$ cat config.mk
export PLATFORM = sky130hd
export DESIGN_NAME = lim_host
export DESIGN_NICKNAME = d
export VERILOG_FILES = /design/src/common/lim_pkg.sv /design/src/hw/lim_resp_parse.sv /design/src/hw/lim_host.sv
export SDC_FILE = /design/constraint.sdc
export NUM_CORES = 1
export LEC_CHECK = 0
export ABC_AREA = 1
export BUFFER_PORTS_ARGS = -buffer_cell sky130_fd_sc_hd__buf_4
export CORE_MARGIN = 3
export CORE_UTILIZATION = 55
export CTS_CLUSTER_SIZE = 14
export DETAILED_ROUTE_END_ITERATION = 16
export PLACE_DENSITY = 0.9
export SKIP_CTS_REPAIR_TIMING = 1
export SLEW_MARGIN = 10
export SYNTH_ARGS = -nofsm -noshare
export SYNTH_HDL_FRONTEND = slang
export SYNTH_SLANG_ARGS = --single-unit
$ cat constraint.sdc
create_clock -name clk -period 8.12 [get_ports clk]
set_clock_uncertainty 0.2 [all_clocks]
set_input_delay 1.624 -clock clk [delete_from_list [all_inputs] [get_ports clk]]
set_output_delay 1.624 -clock clk [all_outputs]
set_load 0.01 [all_outputs]
$ cat src/common/lim_pkg.sv
// constants and types shared by the interface manage command controller
`default_nettype none
package lim_pkg;
    localparam logic [7:0] LIM_CLA = 8'h80;
    localparam logic [7:0] LIM_INS = 8'h76;
    localparam logic [7:0] LIM_OP_SELECT = 8'h00;
    localparam logic [7:0] LIM_OP_RESET = 8'h01;
    localparam logic [7:0] LIM_OP_ASSIGN = 8'h02;
    localparam logic [7:0] LIM_OP_RETRIEVE = 8'h03;
    localparam logic [7:0] LIM_OP_CONFIG = 8'h04;
    localparam logic [7:0] LIM_IF_MAX = 8'h1f;
    localparam logic [7:0] LIM_ZERO = 8'h00;
    localparam logic [7:0] LIM_LE_ANY = 8'h00;
    localparam logic [7:0] LIM_TAG_HIGH = 8'h80;
    localparam logic [7:0] LIM_TAG_OPT = 8'h81;
    localparam logic [7:0] LIM_TLV_LEN1 = 8'h01;
    localparam logic [7:0] LIM_CFG_LC_SHORT = 8'h03;
    localparam logic [7:0] LIM_CFG_LC_LONG = 8'h06;
    localparam logic [7:0] LIM_NONE_ASSIGNED = 8'hff;
    localparam logic [7:0] LIM_OPT_NAD_MASK = 8'h01;
    localparam logic [7:0] LIM_SW_OK = 8'h90;
    localparam logic [3:0] LIM_HDR_BYTES = 4'h4;
    typedef enum logic [3:0] {
        LIM_IDLE = 4'h0,
        LIM_HDR = 4'h1,
        LIM_LC = 4'h2,
        LIM_DATA = 4'h3,
        LIM_LE = 4'h4,
        LIM_RESP = 4'h5,
        LIM_DONE = 4'h6
    } lim_state_e;
endpackage : lim_pkg
`default_nettype wire

$ cat src/hw/lim_resp_parse.sv
// parser of the card response bytes to an interface manage command
`default_nettype none
module lim_resp_parse
    import lim_pkg::*;
(
    input wire logic clk,
    input wire logic rst_n,
    input wire logic start,
    input wire logic [7:0] op,
    input wire logic rx_valid,
    input wire logic [7:0] rx_byte,
    output logic [7:0] high_if,
    output logic high_seen,
    output logic [7:0] opt_bits,
    output logic [7:0] assigned_if,
    output logic [7:0] atr_len,
    output logic [7:0] data_byte,
    output logic data_strobe
);
    logic [7:0] idx;
    logic [7:0] next_idx;
    logic [7:0] tag;
    logic [7:0] next_tag;
    logic [7:0] len;
    logic [7:0] next_len;
    logic [7:0] next_high_if;
    logic next_high_seen;
    logic [7:0] next_opt_bits;
    logic [7:0] next_assigned_if;
    logic [7:0] next_atr_len;
    logic [7:0] next_data_byte;
    logic next_data_strobe;
    logic [7:0] pos;

    always_comb
    begin
        next_idx = idx;
        next_tag = tag;
        next_len = len;
        next_high_if = high_if;
        next_high_seen = high_seen;
        next_opt_bits = opt_bits;
        next_assigned_if = assigned_if;
        next_atr_len = atr_len;
        next_data_byte = data_byte;
        next_data_strobe = 1'b0;
        pos = 8'h00;
        if (start)
        begin
            next_idx = 8'h00;
            next_high_seen = 1'b0;
            next_opt_bits = 8'h00; // absent options read as zero
            next_atr_len = 8'h00;
        end
        else if (rx_valid)
        begin
            next_idx = idx + 8'h01;
            next_data_byte = rx_byte;
            next_data_strobe = 1'b1;
            pos = idx;
            if (op == LIM_OP_RESET || op == LIM_OP_ASSIGN)
            begin
                if (pos == 8'h01)
                begin
                    next_atr_len = rx_byte; // answer-to-reset wrapped in tlv
                end
            end
            else if (op == LIM_OP_RETRIEVE)
            begin
                if (pos == 8'h02)
                begin
                    next_assigned_if = rx_byte; // ff means none assigned
                end
            end
            else if (op == LIM_OP_CONFIG)
            begin
                // tlv walk: tag, length, one value byte
                if (pos % 8'h03 == 8'h00)
                begin
                    next_tag = rx_byte;
                end
                else if (pos % 8'h03 == 8'h01)
                begin
                    next_len = rx_byte;
                end
                else if (tag == LIM_TAG_HIGH)
                begin
                    next_high_if = rx_byte;
                    next_high_seen = 1'b1;
                end
                else if (tag == LIM_TAG_OPT)
                begin
                    next_opt_bits = rx_byte & LIM_OPT_NAD_MASK;
                end
            end
        end
    end

    always_ff @(posedge clk or negedge rst_n)
    begin
        if (!rst_n)
        begin
            idx <= 8'h00;
            tag <= 8'h00;
            len <= 8'h00;
            high_if <= 8'h00;
            high_seen <= 1'b0;
            opt_bits <= 8'h00;
            assigned_if <= LIM_NONE_ASSIGNED;
            atr_len <= 8'h00;
            data_byte <= 8'h00;
            data_strobe <= 1'b0;
        end
        else
        begin
            idx <= next_idx;
            tag <= next_tag;
            len <= next_len;
            high_if <= next_high_if;
            high_seen <= next_high_seen;
            opt_bits <= next_opt_bits;
            assigned_if <= next_assigned_if;
            atr_len <= next_atr_len;
            data_byte <= next_data_byte;
            data_strobe <= next_data_strobe;
        end
    end
endmodule : lim_resp_parse
`default_nettype wire

$ cat src/hw/lim_host.sv
// terminal-side controller issuing interface manage commands to the card
`default_nettype none
module lim_host
    import lim_pkg::*;
(
    input wire logic clk,
    input wire logic reset_n,
    input wire logic session_start,
    input wire logic cmd_valid,
    output logic cmd_ready,
    input wire logic [7:0] cmd_op,
    input wire logic [7:0] cmd_if,
    input wire logic [7:0] cmd_high,
    input wire logic [7:0] cmd_opt,
    input wire logic cmd_opt_present,
    output logic tx_valid,
    output logic [7:0] tx_byte,
    input wire logic tx_ready,
    input wire logic rx_valid,
    input wire logic [7:0] rx_byte,
    input wire logic rx_last,
    output logic done,
    output logic rejected,
    output logic [7:0] sw1,
    output logic [7:0] sw2,
    output logic [7:0] selected_if,
    output logic [7:0] session_high,
    output logic nad_mode,
    output logic [7:0] assigned_if,
    output logic [7:0] atr_len,
    output logic [7:0] resp_byte,
    output logic resp_strobe,
    output logic configured
);
    logic rst_meta;
    logic rst_n;
    logic rx_valid_s1;
    logic rx_valid_s2;
    logic rx_last_s1;
    logic rx_last_s2;
    logic [7:0] rx_byte_s1;
    logic [7:0] rx_byte_s2;
    lim_state_e state;
    lim_state_e next_state;
    logic [7:0] op;
    logic [7:0] next_op;
    logic [7:0] p2;
    logic [7:0] next_p2;
    logic [7:0] high;
    logic [7:0] next_high;
    logic [7:0] opt;
    logic [7:0] next_opt;
    logic opt_on;
    logic next_opt_on;
    logic [3:0] cnt;
    logic [3:0] next_cnt;
    logic next_done;
    logic next_rejected;
    logic [7:0] next_sw1;
    logic [7:0] next_sw2;
    logic [7:0] next_selected_if;
    logic [7:0] next_session_high;
    logic next_nad_mode;
    logic next_configured;
    logic [7:0] p_high;
    logic p_high_seen;
    logic [7:0] p_opt;
    logic [7:0] p_assigned;
    logic bad;
    logic [7:0] lc;

    // card bytes arrive from outside this clock, so both strobe and data are synchronised
    always_ff @(posedge clk or negedge reset_n)
    begin
        if (!reset_n)
        begin
            rst_meta <= 1'b0;
            rst_n <= 1'b0;
            rx_valid_s1 <= 1'b0;
            rx_valid_s2 <= 1'b0;
            rx_last_s1 <= 1'b0;
            rx_last_s2 <= 1'b0;
            rx_byte_s1 <= 8'h00;
            rx_byte_s2 <= 8'h00;
        end
        else
        begin
            rst_meta <= 1'b1;
            rst_n <= rst_meta;
            rx_valid_s1 <= rx_valid;
            rx_valid_s2 <= rx_valid_s1;
            rx_last_s1 <= rx_last;
            rx_last_s2 <= rx_last_s1;
            rx_byte_s1 <= rx_byte;
            rx_byte_s2 <= rx_byte_s1;
        end
    end

    function automatic logic [7:0] lim_tx_at(input logic [3:0] i, input logic [7:0] o,
        input logic [7:0] pp2, input logic [7:0] l, input logic [7:0] h,
        input logic [7:0] ob);
        logic [7:0] r;
        r = 8'h00;
        unique case (i)
            4'h0: r = LIM_CLA;
            4'h1: r = LIM_INS;
            4'h2: r = o;
            4'h3: r = pp2;
            4'h4: r = l;
            4'h5: r = LIM_TAG_HIGH;
            4'h6: r = LIM_TLV_LEN1;
            4'h7: r = h;
            4'h8: r = LIM_TAG_OPT; // never 90 or 91
            4'h9: r = LIM_TLV_LEN1;
            default: r = ob & LIM_OPT_NAD_MASK; // reserved bits sent as zero
        endcase
        return r;
    endfunction : lim_tx_at

    assign lc = opt_on ? LIM_CFG_LC_LONG : LIM_CFG_LC_SHORT;
    assign cmd_ready = (state == LIM_IDLE) && !session_start;
    assign tx_valid = (state == LIM_HDR) || (state == LIM_LC) || (state == LIM_DATA)
        || (state == LIM_LE);
    always_comb
    begin
        tx_byte = LIM_LE_ANY; // expected length 00
        if (state == LIM_HDR)
        begin
            tx_byte = lim_tx_at(cnt, op, p2, lc, high, opt);
        end
        else if (state == LIM_LC || state == LIM_DATA)
        begin
            tx_byte = lim_tx_at(cnt, op, p2, lc, high, opt);
        end
    end

    // command validity checked before anything is sent
    always_comb
    begin
        bad = 1'b0;
        if (cmd_op > LIM_OP_CONFIG)
        begin
            bad = 1'b1;
        end
        if (cmd_if > LIM_IF_MAX)
        begin
            bad = 1'b1;
        end
        if ((cmd_op == LIM_OP_RETRIEVE || cmd_op == LIM_OP_CONFIG) && cmd_if != LIM_ZERO)
        begin
            bad = 1'b1;
        end
        if (cmd_op == LIM_OP_SELECT && nad_mode)
        begin
            bad = 1'b1;
        end
        if (cmd_op == LIM_OP_CONFIG && configured)
        begin
            bad = 1'b1;
        end
    end

    always_comb
    begin
        next_state = state;
        next_op = op;
        next_p2 = p2;
        next_high = high;
        next_opt = opt;
        next_opt_on = opt_on;
        next_cnt = cnt;
        next_done = 1'b0;
        next_rejected = 1'b0;
        next_sw1 = sw1;
        next_sw2 = sw2;
        next_selected_if = selected_if;
        next_session_high = session_high;
        next_nad_mode = nad_mode;
        next_configured = configured;
        unique case (state)
            LIM_IDLE:
            begin
                if (cmd_valid && !session_start)
                begin
                    if (bad)
                    begin
                        next_rejected = 1'b1;
                    end
                    else
                    begin
                        next_op = cmd_op;
                        next_p2 = cmd_if;
                        next_high = cmd_high;
                        next_opt = cmd_opt;
                        next_opt_on = cmd_opt_present;
                        next_cnt = 4'h0;
                        next_state = LIM_HDR;
                    end
                end
            end
            LIM_HDR:
            begin
                if (tx_ready)
                begin
                    next_cnt = cnt + 4'h1;
                    if (cnt == LIM_HDR_BYTES - 4'h1)
                    begin
                        if (op == LIM_OP_SELECT)
                        begin
                            next_state = LIM_RESP; // no lengths at all
                        end
                        else if (op == LIM_OP_CONFIG)
                        begin
                            next_state = LIM_LC;
                        end
                        else
                        begin
                            next_state = LIM_LE;
                        end
                    end
                end
            end
            LIM_LC:
            begin
                if (tx_ready)
                begin
                    next_cnt = cnt + 4'h1;
                    next_state = LIM_DATA;
                end
            end
            LIM_DATA:
            begin
                if (tx_ready)
                begin
                    next_cnt = cnt + 4'h1;
                    if (cnt == LIM_HDR_BYTES + lc[3:0])
                    begin
                        next_state = LIM_LE;
                    end
                end
            end
            LIM_LE:
            begin
                if (tx_ready)
                begin
                    next_state = LIM_RESP;
                end
            end
            LIM_RESP:
            begin
                if (rx_valid_s2)
                begin
                    next_sw1 = sw2;
                    next_sw2 = rx_byte_s2;
                    if (rx_last_s2)
                    begin
                        next_state = LIM_DONE;
                    end
                end
            end
            LIM_DONE:
            begin
                next_done = 1'b1;
                next_state = LIM_IDLE;
                if (sw1 == LIM_SW_OK)
                begin
                    if (op != LIM_OP_RETRIEVE && op != LIM_OP_CONFIG)
                    begin
                        // select, reset and assign move the selection
                        next_selected_if = p2;
                    end
                    if (op == LIM_OP_CONFIG)
                    begin
                        next_configured = 1'b1;
                        // keep the answered maximum under our proposal
                        next_session_high = (p_high_seen && p_high <= high) ? p_high : high;
                        next_nad_mode = p_opt[0] & opt_on & opt[0];
                    end
                end
            end
            default:
            begin
                next_state = LIM_IDLE;
            end
        endcase
        if (session_start)
        begin
            next_state = LIM_IDLE;
            next_selected_if = LIM_ZERO;
            next_session_high = LIM_ZERO;
            next_nad_mode = 1'b0;
            next_configured = 1'b0;
        end
    end

    always_ff @(posedge clk or negedge rst_n)
    begin
        if (!rst_n)
        begin
            state <= LIM_IDLE;
            op <= 8'h00;
            p2 <= 8'h00;
            high <= 8'h00;
            opt <= 8'h00;
            opt_on <= 1'b0;
            cnt <= 4'h0;
            done <= 1'b0;
            rejected <= 1'b0;
            sw1 <= 8'h00;
            sw2 <= 8'h00;
            selected_if <= 8'h00;
            session_high <= 8'h00;
            nad_mode <= 1'b0;
            configured <= 1'b0;
        end
        else
        begin
            state <= next_state;
            op <= next_op;
            p2 <= next_p2;
            high <= next_high;
            opt <= next_opt;
            opt_on <= next_opt_on;
            cnt <= next_cnt;
            done <= next_done;
            rejected <= next_rejected;
            sw1 <= next_sw1;
            sw2 <= next_sw2;
            selected_if <= next_selected_if;
            session_high <= next_session_high;
            nad_mode <= next_nad_mode;
            configured <= next_configured;
        end
    end

    lim_resp_parse u_parse (
        .clk(clk),
        .rst_n(rst_n),
        .start(state == LIM_LE || (state == LIM_HDR && op == LIM_OP_SELECT)),
        .op(op),
        .rx_valid(state == LIM_RESP && rx_valid_s2),
        .rx_byte(rx_byte_s2),
        .high_if(p_high),
        .high_seen(p_high_seen),
        .opt_bits(p_opt),
        .assigned_if(p_assigned),
        .atr_len(atr_len),
        .data_byte(resp_byte),
        .data_strobe(resp_strobe)
    );
    assign assigned_if = p_assigned;
endmodule : lim_host
`default_nettype wire

; ---- Word-level counts from Yosys, hierarchy flattened
; Cells that the tools add are included.
; Widths: inputs -> output; s select.
[totals]
out_inout_bits = 71
ff_bits = 143
word_cells = 218
[op_classes]
n_reduce_logical = 50
n_addsub = 3
magnitude_cmp = 3
n_div = 1
eq_ne = 48
muxes = 73
bitwise = 8
[ops]
columns = cell, n
row1 = $mux 8, 17
row2 = $pmux 8 s8, 1
row3 = $mux 4, 14
row4 = $mux 1, 36
row5 = $eq 8x2->1 const B, 4
row6 = $eq 4x3->1 const B, 7
row7 = $eq 8x1->1 const B, 3
row8 = $eq 8x8->1 const B, 3
row9 = $logic_not 8->1, 3
row10 = $ne 3x3->1 const B, 8
row11 = $pmux 4 s6, 1
row12 = $reduce_bool 2->1, 11
row13 = $eq 4x2->1 const B, 4
row14 = $eq 8x3->1 const B, 2
row15 = $reduce_and 8->1, 2
row16 = $ne 2x1->1 const B, 7
row17 = $reduce_and 3->1, 4
row18 = $reduce_and 10->1, 1
row19 = $logic_and 1x1->1, 9
row20 = $mux 3, 3
row21 = $add 8x1->8 const B, 1
row22 = $eq 4x1->1 const B, 2
row23 = $eq 4x4->1 const B, 2
row24 = $gt 8x3->1 const B, 1
row25 = 24 further kinds, 40

; ---- Logic depth before layout (Yosys ltp)
[depth]
word_depth = 10
depth_mapped = 26
mapped_depth_nobuf = 26

; ---- Cells and area by module
; Synthesis repeated with hierarchy kept, for this count alone.
[unflattened]
hier_cells = 891
hier_area_um2 = 7260.7
[modules_own_cells]
columns = mod, n_inst, seq_area_each_um2, area_each_um2, cells_each
row1 = lim_host, 1, 2277.2, 4495.6, 565
row2 = lim_resp_parse, 1, 1286.2, 2765.2, 326

; ---- Worst setup path after synthesis
; Ideal clock, no wire load.
[synth_timing]
path_type = input-to-reg
start = in cmd_if[6]
end = reg op[0]
cell_stages = 8
setup_slack_ns = 4.449
t_required_ns = 7.802
arrival_ns = 3.353
setup_ns = 0.118
path_cell_list = nor4_1 > nand3_1 > a211oi_1 > nand3_1 > nor2_1 > clkbuf_1 > mux2i_1 > inv_1
[synth_via]
elab_chain_cells = 7
[synth_rtl]
columns = element, line_no
row1 = "start, declared", lim_host.sv:12  ; input wire logic [7:0] cmd_if,
row2 = $gt 8x5->1 or $reduce_bool 8->1 (tied branches), "lim_host.sv:145, lim_host.sv:149"
row3 = $mux 1 or $logic_and 1x1->1 (tied branches), "lim_host.sv:145, lim_host.sv:149"
row4 = $mux 1 (*), lim_host.sv:149  ; if ((cmd_op == LIM_OP_RETRIEVE || cmd_op == LIM_OP_CONFIG) && cmd_if != LIM_ZERO)
row5 = $mux 1 (*), lim_host.sv:153  ; if (cmd_op == LIM_OP_SELECT && nad_mode)
row6 = $mux 1 (*), lim_host.sv:157  ; if (cmd_op == LIM_OP_CONFIG && configured)
row7 = $not 1->1 (no line) (*), -
row8 = $reduce_and 3->1 (no line) (*), -
row9 = "end signal, assigned", lim_host.sv:319  ; op <= next_op;
row10 = "end, declared", lim_host.sv:45  ; logic [7:0] op;
; Every way passes the cells marked *; elsewhere a longest branch is shown, timed or not.
; A chain may end at the register's enable or synchronous reset.

; ---- Worst setup path in the final report
[layout_timing]
start = reg cnt[0]
end = out tx_byte[2]
[layout_via]
elab_chain_cells = 5
[layout_rtl]
columns = element, line_no
row1 = "start, declared", lim_host.sv:55  ; logic [3:0] cnt;
row2 = "start signal, assigned", lim_host.sv:324  ; cnt <= next_cnt;
row3 = "$eq 4x4->1, or another cell as far along", lim_host.sv:104  ; unique case (i)
row4 = $reduce_or 2->1 (no line), -
row5 = $pmux 8 s8 (*), lim_host.sv:104
row6 = $mux 8, lim_host.sv:131  ; else if (state == LIM_LC || state == LIM_DATA)
row7 = $mux 8 (*), lim_host.sv:127  ; if (state == LIM_HDR)
row8 = "end, declared", lim_host.sv:17  ; output logic [7:0] tx_byte,
; Marks and branches as above.

==> results.py <==
metrics = {
    "run_status": {
        "status": "completed",
    },
    "clocking": {
        "clockBufferDepth": 2,
        "htreeDepth": 4,
        "cts_num_sinks": 142,
        "clk_pin_slew_ps": 60,
        "cts_tree": "done",
        "worstSkewPairLatency_ps": 420,
        "cts_buffers": 17,
        "cts_root_buffer": "clkbuf_16",
    },
    "floorplanning": {
        "rows": 39,
        "core_um2": 11610,
        "start_util_pct": 57.06,
        "die_h_um": 115.8,
        "dieArea_um2": 13400,
        "ios": 119,
        "die_x_um": 115.8,
    },
    "finish": {
        "layout_commonest_cell": "nand2_1",
        "final_cell_area_um2": 8190,
        "nets": 925,
        "antenna_cells": 0,
        "final_util_pct": 70.52,
        "syn2layout_area_growth_pct": 23.60,
        "fill_cells": 849,
        "final_cell_mix": "nand2_1, dfrtp_1, buf_4",
        "drive_above_1_share_pct": 21.56,
    },
    "power_and_ir_drop": {
        "power_frac_comb_pct": 24.6,
        "pwr-share-clk_pct": 35.5,
        "power_density_nw_per_um2": 269.7,
        "power_switching_w": 0.0006975,
        "p_leak_nw": 4.155,
        "power_frac_seq_pct": 39.9,
        "peakVddDrop_mv": 0.2408,
        "switching_share_pct": 31.58,
        "p_int_w": 0.001511,
    },
    "grt": {
        "track_usage_pct": 25.79,
        "grt_pass1_wl_um": 26590,
        "grt_antenna_before_repair": 0,
        "grt_pass1_vias": 5538,
        "grt_max_degree": 69,
        "overflow": 0,
    },
    "drt": {
        "ant_nets": 0,
        "drt-vias-per-instance": 5.528,
        "wl_um": 16310,
        "drt_first_iter_violations": 424,
        "drc_errors": 0,
        "dr.pass1.iters": 5,
        "wire_per_inst_um": 16.07,
        "vias": 5611,
    },
    "synth": {
        "synth_area_um2": 6626,
        "synthArstFlopShare_pct": 100.0,
        "synthMuxAreaShare_pct": 2.568,
        "synth_cell_types": 47,
        "synth_compound_area_share_pct": 11.74,
        "ys_seq_area_share_pct": 53.78,
        "synth_edf_count": 0,
        "synth-main-ff-cell": "dfrtp_1",
        "synth_xor_area_share_pct": 0.3965,
        "yosys_warnings": 0,
        "synthAdderAreaFrac_pct": 3.399,
        "ys_ff_latch": 142,
        "syn-num-nets": 807,
        "syn_area_per_cell_um2": 8.942,
        "yosys.area_share.simple_pct": 20.54,
        "synth_top_family_by_area": "simple AND/OR/NAND/NOR gates",
        "synth_cells": 741,
    },
    "timing": {
        "max_clock_freq_ghz": 0.2324,
        "max-slew-margin-rel_pct": 37.88,
        "slew_viol_final": 0,
        "timing.setup.tns_ps": 0,
        "worstMarginPinSlew_ps": 929.6,
        "hold_viol": 0,
        "rsz0062_at_grt": "false",
        "timing.final.crit_share_pct": 53.00,
        "setup_viol": 0,
        "fin_crit_ps": 4304,
    },
    "critical_path": {
        "startpoint_type": "flop",
        "crit_path_frequent_cell": "o21ai_0",
        "worstSetupPathType": "reg2out",
        "slowest_stage": "or4_1",
        "end_kind": "primary output",
        "slowest_delay_ps": 540,
        "worst-path-max-fanout": 7,
        "crit_required_ps": 6300,
        "cp_data_arrival_time_ps": 2480,
        "crit_chain": "inv_1 > ha_1 > o21ai_0 > o21ai_0 > or4_1 > nand2_1 > a21oi_1 > buf_4",
    },
    "hold_path": {
        "min_path_type": "reg2reg",
    },
    "placed_design": {
        "dpl_cell_area_um2": 7597,
        "dpl.hpwl_um": 11690,
        "gp_congestion": 0.9861,
        "io_buffers": 111,
    },
    "run": {
        "drv_cap": 0,
    },
}
## cells in the mapped netlist, types with 5 or more instances
| library cell | number | area [um^2] |
|---|---|---|
| dfrtp_1 | 134 | 3353 |
| nand2_1 | 134 | 503.0 |
| inv_1 | 110 | 412.9 |
| o21ai_0 | 87 | 435.4 |
| nor2_1 | 59 | 221.5 |
| nand3_1 | 46 | 230.2 |
| ha_1 | 18 | 225.2 |
| mux2i_1 | 17 | 170.2 |
| a21oi_1 | 16 | 80.08 |
| nor3_1 | 14 | 70.07 |
| clkbuf_1 | 9 | 33.78 |
| dfstp_2 | 8 | 210.2 |
| nand2_2 | 8 | 50.05 |
| nand4_1 | 8 | 50.05 |
| o21ai_2 | 8 | 70.07 |
| nor4_1 | 6 | 37.54 |
| a221oi_1 | 5 | 43.79 |
| nand3_2 | 5 | 50.05 |
| o22ai_1 | 5 | 31.28 |
## logic make-up after synthesis
family | Yosys count
xor gates and xnor gates | 3
muxes | 17
DFF | 142
AOI/OAI and AO/OA | 136
and+or+nand+nor | 295
other | 1
buffers and inverters | 129
adders and majority gates | 18
## power by group through the flow
stage | sequential, W | clock (W) | combinational, W
6_report | 0.000882 | 0.000783 | 0.000544
4_1_cts | 0.000881 | 0.000790 | 0.000543
5_1_grt | 0.000896 | 0.000823 | 0.000615
2_1_floorplan | 0.000904 | 0 | 0.000297
3_5_place_dp | 0.000891 | 0 | 0.000537
3_3_place_gp | 0.000890 | 0 | 0.000523
## worst max-delay path: cells and delay by family (launching register included)
family / cells / cell delay, ps
and+or+nand+nor: 2 / 750
AOI/OAI and AO/OA: 3 / 400
DFF: 1 / 390
buffers and inverters: 2 / 280
adders and majority gates: 1 / 250
## cell type report
| type | instances | area [um^2] | share of cell area, % |
|---|---|---|---|
| Clock buffer | 22 | 454.2 | 5.545 |
| Clock inverter | 10 | 138.9 | 1.696 |
| Inverter | 114 | 427.9 | 5.225 |
| Multi-Input combinational cell | 470 | 2567 | 31.35 |
| Sequential cell | 142 | 3567 | 43.55 |
| Tap cell | 143 | 178.9 | 2.185 |
| Timing Repair Buffer | 114 | 855.8 | 10.45 |
## metrics by stage
step	instances	worst slack, ps	hold WS (ps)	total power (W)
finish	1015	3816	146.3	0.002209
global route	1015	3669	153.6	0.002334
CTS	1015	3836	147.7	0.002214
detailed placement	983	4033	134.7	0.001428
global placement	983	4087	131.7	0.001413
floorplan	741	4283	131.2	0.001202
## worst paths after layout
kind,startpoint,end,slack (ps),cells past startpoint
worst max-delay path,cnt[0]$_DFFE_PN0P_,tx_byte[2],3820,8
worst min-delay path,rx_last_s1$_DFF_PN0_,rx_last_s2$_DFF_PN0_,150,0
worst max register to register,u_parse.idx[5]$_DFFE_PN0N_,u_parse.tag[3]$_DFFE_PN0P_,4440,23
worst min register to register,rx_last_s1$_DFF_PN0_,rx_last_s2$_DFF_PN0_,150,0
max in group asynchronous,rst_n$_DFF_PN0_,session_high[0]$_DFFE_PN0P_,6270,1
min in group asynchronous,rst_n$_DFF_PN0_,u_parse.idx[1]$_DFFE_PN0N_,160,0
## metal layers
layer	global-route usage, %	share of wire, %	vias up
li1	-	-	2670
met1	32.33	41	2680
met2	42.92	49	221
met3	6.893	7.1	40
met4	10.05	2.5	0
met5	0	0	-
Note: power is estimated with default switching activity, not from simulation.
